File: src/posm_pkg.sv
// shared constants for the pin output source mux with lock
package posm_pkg;
  localparam int          SEL_W          = 5;
  localparam int          REG_W          = 8;
  localparam int          NUM_PINS       = 18;
  localparam logic [4:0]  CODE_MOD       = 5'h1F;
  localparam logic [4:0]  CODE_REFCLK    = 5'h1E;
  localparam int          NUM_GEN_SRC    = 30;
  localparam logic [11:0] ADDR_LOCK      = 12'h000;
  localparam logic [11:0] ADDR_SEL_BASE  = 12'h004;
  localparam int          LOCK_BIT       = 0;
  localparam logic [4:0]  SEL_RESET      = 5'h00;
  localparam logic        LOCK_RESET     = 1'b0;
endpackage

File: src/posm_sel_if.sv
// selection fields and source signals carried between the register file and the pin muxes
`timescale 1ns/100ps
interface posm_sel_if #(
  parameter int NUM_PINS = posm_pkg::NUM_PINS
);
  logic [NUM_PINS-1:0][posm_pkg::SEL_W-1:0] pinSel;
  logic [posm_pkg::NUM_GEN_SRC-1:0]         genSrc;
  logic                                     modOut;
  logic                                     refClkOut;
  logic [NUM_PINS-1:0]                      pinOut;

  modport regs (output pinSel, output genSrc, output modOut, output refClkOut, input pinOut);
  modport mux  (input pinSel, input genSrc, input modOut, input refClkOut, output pinOut);
endinterface

File: src/posm_pin_mux.sv
// one registered source multiplexer per remappable output pin
`timescale 1ns/100ps
module posm_pin_mux #(
  parameter int NUM_PINS = posm_pkg::NUM_PINS
) (
  input  wire logic sys_clk,
  input  wire logic arst_n,
  posm_sel_if.mux   sel
);
  for (genvar p = 0; p < NUM_PINS; p++) begin : g_pin
    logic srcD;
    logic outQ;
    always_comb begin
      if (sel.pinSel[p] == posm_pkg::CODE_MOD) begin
        srcD = sel.modOut;
      end else if (sel.pinSel[p] == posm_pkg::CODE_REFCLK) begin
        srcD = sel.refClkOut;
      end else begin
        srcD = sel.genSrc[sel.pinSel[p]];
      end
    end
    // registered so the pin never glitches while the select bits change
    always_ff @(posedge sys_clk or negedge arst_n) begin
      if (!arst_n) begin
        outQ <= 1'b0;
      end else begin
        outQ <= srcD;
      end
    end
    assign sel.pinOut[p] = outQ;
  end
endmodule // posm_pin_mux

File: src/posm_remap.sv
// peripheral pin remap output side: APB registers, lock and per-pin source muxes
// How it works
// - each pin select register holds a 5-bit field; bits 7-5 read zero.
// - select code 11111 routes the data signal modulator output to the pin.
// - select code 11110 routes the reference clock output to the pin.
// - select field clears on power-on/brown-out reset, holds on other resets.
// - while the lock bit is set, writes to select registers are refused.
// - lock clear accepts select writes; lock is read/write, clears on every reset.
// - lock register bits 7-1 ignore writes and read zero.
//
// The APB register port and the register addresses were left to the implementer.
`timescale 1ns/100ps
module posm_remap #(
  parameter int NUM_PINS = posm_pkg::NUM_PINS
) (
  input  wire logic                              sys_clk,
  input  wire logic                              arst_n,
  input  wire logic                              otherRst,
  input  wire logic                              psel,
  input  wire logic                              penable,
  input  wire logic                              pwrite,
  input  wire logic [11:0]                       paddr,
  input  wire logic [31:0]                       pwdata,
  input  wire logic [3:0]                        pstrb,
  output logic [31:0]                            prdata,
  output logic                                   pready,
  output logic                                   pslverr,
  input  wire logic [posm_pkg::NUM_GEN_SRC-1:0]  periphOut,
  input  wire logic                              dataSignalModulatorOut,
  input  wire logic                              referenceClockOut,
  output logic [NUM_PINS-1:0]                    pinOut,
  output logic                                   remapLockedFlag
);
  posm_sel_if #(.NUM_PINS(NUM_PINS)) selBus ();

  logic [NUM_PINS-1:0][posm_pkg::SEL_W-1:0] pinSelQ;
  logic                                     lockQ;
  logic [31:0]                              rdataQ;
  logic                                     errQ;

  logic        setupPh;
  logic        accessWr;
  logic        hitLock;
  logic        hitSel;
  logic [11:0] selOffs;
  logic [11:0] selIdx;

  assign setupPh  = psel & ~penable;
  assign accessWr = psel & penable & pwrite & pstrb[0];
  assign hitLock  = (paddr == posm_pkg::ADDR_LOCK);
  assign selOffs  = paddr - posm_pkg::ADDR_SEL_BASE;
  assign selIdx   = {2'b00, selOffs[11:2]};
  assign hitSel   = (paddr >= posm_pkg::ADDR_SEL_BASE) && (paddr[1:0] == 2'b00)
                    && (selIdx < 12'(NUM_PINS));

  // lock: cleared by any reset kind
  always_ff @(posedge sys_clk or negedge arst_n) begin
    if (!arst_n) begin
      lockQ <= posm_pkg::LOCK_RESET;
    end else if (otherRst) begin
      lockQ <= posm_pkg::LOCK_RESET;
    end else if (accessWr && hitLock) begin
      lockQ <= pwdata[posm_pkg::LOCK_BIT];
    end
  end

  // selections: only power-on/brown-out clears them, other resets leave them alone
  for (genvar p = 0; p < NUM_PINS; p++) begin : g_sel
    always_ff @(posedge sys_clk or negedge arst_n) begin
      if (!arst_n) begin
        pinSelQ[p] <= posm_pkg::SEL_RESET;
      end else if (accessWr && hitSel && (selIdx == 12'(p)) && !lockQ && !otherRst) begin
        pinSelQ[p] <= pwdata[posm_pkg::SEL_W-1:0];
      end
    end
  end

  // read data captured in setup so the zero-wait access phase presents a flopped value
  always_ff @(posedge sys_clk or negedge arst_n) begin
    if (!arst_n) begin
      rdataQ <= 32'h0000_0000;
      errQ   <= 1'b0;
    end else if (setupPh) begin
      rdataQ <= 32'h0000_0000;
      errQ   <= ~(hitLock | hitSel);
      if (hitLock) begin
        rdataQ[posm_pkg::LOCK_BIT] <= lockQ;
      end else if (hitSel) begin
        rdataQ[posm_pkg::SEL_W-1:0] <= pinSelQ[selIdx[4:0]];
      end
    end
  end

  assign pready          = 1'b1;
  assign prdata          = rdataQ;
  assign pslverr         = psel & penable & errQ;
  assign remapLockedFlag = lockQ;

  assign selBus.pinSel  = pinSelQ;
  assign selBus.genSrc  = periphOut;
  assign selBus.modOut    = dataSignalModulatorOut;
  assign selBus.refClkOut = referenceClockOut;
  assign pinOut         = selBus.pinOut;

  posm_pin_mux #(.NUM_PINS(NUM_PINS)) u_mux (
    .sys_clk (sys_clk),
    .arst_n  (arst_n),
    .sel     (selBus.mux)
  );
endmodule // posm_remap

File: config.mk
export PLATFORM = sky130hd
export DESIGN_NAME = posm_remap
export DESIGN_NICKNAME = d
export VERILOG_FILES = /design/src/posm_pkg.sv /design/src/posm_sel_if.sv /design/src/posm_pin_mux.sv /design/src/posm_remap.sv
export SDC_FILE = /design/constraint.sdc
export NUM_CORES = 1
export LEC_CHECK = 0
export ABC_CLOCK_PERIOD_IN_PS = 2400
export CAP_MARGIN = 20
export CORE_MARGIN = 4
export CORE_UTILIZATION = 47
export CTS_CLUSTER_DIAMETER = 120
export DETAILED_ROUTE_END_ITERATION = 10
export DONT_BUFFER_PORTS = 1
export GPL_TIMING_DRIVEN = 0
export SETUP_SLACK_MARGIN = 0.05
export SYNTH_ARGS = -nofsm -noshare
export SYNTH_HDL_FRONTEND = slang
export SYNTH_SLANG_ARGS = --single-unit
export TNS_END_PERCENT = 20
File: constraint.sdc
create_clock -name sys_clk -period 2.4 [get_ports sys_clk]
set_input_delay 0.12 -clock sys_clk [delete_from_list [all_inputs] [get_ports sys_clk]]
set_output_delay 0.12 -clock sys_clk [all_outputs]
set_load 0.01 [all_outputs]
==> impl_metrics.yaml <==
timing:
  fin_ws_ns: 0.100
  final_hold_viol_count: 115
  fmax_mhz: 435
  period_minus_slack_ns: 2.30
  setup_viol: 0
  relSlewSlack_pct: 30.3
  fin_crit_sh_pct: 95.8
  final_max_slew_viol_count: 0
  worst_slew_pin_slew_ns: 1.05
  holdWs_ns: -0.619
  rsz0062_at_grt: "yes"
  final.setup_skew_ns: 0.00841
critical_path:
  path_cells: "buf_2, inv_1, ha_1, o31a_1, nor3b_2, buf_4, nand4_1, buf_4, mux2_2"
  crit_path_frequent_cell: "buf_4"
  critPathCaptureType: "register"
  start_kind: "input pin"
  worstPathArrival_ns: 2.61
  cp_slowest_cell: "ha_1"
  r2r.worst_path.cells: 7
  required_ns: 2.71
  path_buf_inv: 4
  max_stage_delay_ns: 0.47
  worstPathMaxFanout: 10
  cp_top_family: "buffers and inverters"
  path_depth: 9
  worstSetupPathType: "in2reg"
power_and_ir_drop:
  power_density_nw_per_um2: 449
  power.static_leakage_nw: 4.56
  ir_worst_vdd_mv: 0.486
finish:
  layout_common_cells: "mux4_2 (196), dfrtp_1 (115), mux2_2 (88), buf_4 (55), clkbuf_1 (41)"
  syn_to_final_growth_pct: 13.4
  final_common_cell: "mux4_2"
  drive_above_1_share_pct: 55.5
  layout.nets: 877
  final_cell_area_um2: 11900
synth:
  synth_area_um2: 10500
  yosysUniqueCellTypes: 59
  syn-mean-instance-area_um2: 14.4
  yosys_warnings: 0
  synth-edff-count: 0
  ys_seq_area_share_pct: 27.4
  ys.flop_type: "dfrtp_1"
  syn_inst: 731
  async_flop_share_pct: 100
  ys_ff_latch: 115
status:
  violations: "negative hold slack"
  status: "finished, violations left"
floorplanning:
  die_x_um: 158
  core_area_um2: 21900
  num_rows: 54
  fp.dieArea_um2: 24800
  initial_core_util_pct: 48.0
  ios: 139
  die_h_um: 158
detailed_routing:
  dr_wl_met2_um: 17800
  met3_wirelength_um: 4950
  antenna_left: 0
  drt-wirelength-per-cell_um: 34.4
  viasPerCell: 7.25
  drt_iter0_drc: 1021
  drc_errors: 0
  vias: 7848
  top_layer: "met4"
  wirelength_um: 37200
  firstDrtPassIters: 5
  wl_met1_um: 13000
clock_network:
  cts_sinks: 115
  clock_tree.root_cell: "clkbuf_16"
  path_clk_slew_ns: 0.07
  cts_buffer_depth: 2
  numCtsBuffers: 17
  cts_tree: "done"
  holdBufCountCts: 6
  htree_levels: 4
  clk_latency_ns: 0.43
placement:
  dp_slack_ns: -0.925
  hpwl_um: 25700
  port_buffers: 0
  place_area_um2: 11100
  gp_congestion: 0.989
global_route:
  grt_usage_pct: 30.7
  grt_max_degree: 116
  grt_pass1_vias: 7967
  overflow: 0
  grt_antenna_before_repair: 1
  grt_pass1_wl_um: 54100
run:
  max_cap_viol_count: 0
worst_hold_path:
  worstHoldPathType: "in2async"
cells by family (layout without fill, tap and decap cells):
kind of cell	Yosys count	after routing	share of synthesized area, %
buffers and inverters	142	185	7.02
XOR/XNOR	3	3	0.321
AO/OA/AOI/OAI	49	49	3.34
adder cells (fa/ha/maj)	4	4	0.476
other	2	30	0.0714
multiplexers	318	318	54.9
AND/OR/NAND/NOR	98	98	6.52
flip-flops	115	115	27.4
cell type report:
cell class                 count  area, um2
sequential                   115       2880
buffer                       131        772
multi-input combinational    500       7130
inverter                       6       27.5
tap                          280        350
antenna                        2       5.00
timing repair buffer          16        160
clock inverter                14        156
fill                        1809       9970
clock buffer                  18        439
where the power goes:
group	switching (mW)	internal, mW	total (mW)
logic	0.398	0.368	0.766
clock network	1.05	1.57	2.62
registers	0.00929	1.96	1.97
total	1.46	3.89	5.35
worst reg2reg max path, stage by stage, from the launching register on:
cell and delay, ns:
dfrtp_1 0.36, clkbuf_2 0.26, mux4_2 0.56, and3_1 0.21, o21a_1 0.19, o31a_1 0.31
o211ai_1 0.19, a21oi_1 0.09
Yosys cell counts (all sizes together) (2+ instances only):
library cell,instances,share of area [%]
nand2b,4,0.24
nor4b,2,0.17
mux2i,14,1.3
xor2,2,0.24
mux2,108,12
o31a,2,0.17
o21a,5,0.43
o21bai,2,0.14
or2,3,0.18
nand2,15,0.54
and4,2,0.17
o31ai,6,0.48
nor3,11,0.71
buf,77,4.7
dfrtp,115,27
mux4,196,42
nor2,21,0.77
nor2b,5,0.30
inv,6,0.21
and3,2,0.12
o21ai,5,0.24
o32a,2,0.20
o211ai,2,0.14
a211oi,5,0.36
nand4,17,2.2
nand3,5,0.24
ha,4,0.48
clkbuf,59,2.1
nor3b,4,0.33
conb,2,0.071
a21oi,13,0.62
registers in the layout, indices dropped and copies added, names as in the netlist:
register / flops
remapLockedFlag: 1
u_mux.g_pin.outQ: 18
errQ: 1
prdata: 5
pinSelQ: 90
through the flow:
| stage | cells | utilization (%) | TNS (ns) | power, mW |
|---|---|---|---|---|
| final | 1082 | 54.5 | 0 | 5.35 |
| after global routing | 1082 | 54.5 | 0 | 5.48 |
| after CTS | 1082 | 54.4 | 0 | 5.34 |
| after detailed placement | 1037 | 50.8 | -62.47 | 2.72 |
| after global placement | 1037 | 50.8 | -58.91 | 2.70 |
| after floorplan | 757 | - | -16.19 | 2.54 |
worst paths after layout:
path / startpoint / to / slack, ns
hold / removal: arst_n / pinSelQ[75] / -0.62
min in group sys_clk: psel / prdata[0] / 0.01
max in group asynchronous: arst_n / pinSelQ[15] / 2.81
setup / recovery: paddr[3] / pinSelQ[24] / 0.10
hold reg to reg: errQ / errQ / 0.51
setup reg to reg: pinSelQ[35] / prdata[0] / 0.11
per-layer routing:
| metal | vias up | global-route usage (%) |
|---|---|---|
| li1 | 3038 | - |
| met1 | 4085 | 39.5 |
| met2 | 630 | 47.3 |
| met3 | 95 | 11.8 |
| met4 | 0 | 12.2 |
| met5 | - | 0.794 |
repair_timing:
action,CTS,global route
pin swaps,7,1
endpoints found under the setup margin,108,50
gates resized for setup,20,1
endpoints found under the hold margin,150,115
buffers inserted,8,2
(Power assumes the default switching activity.)
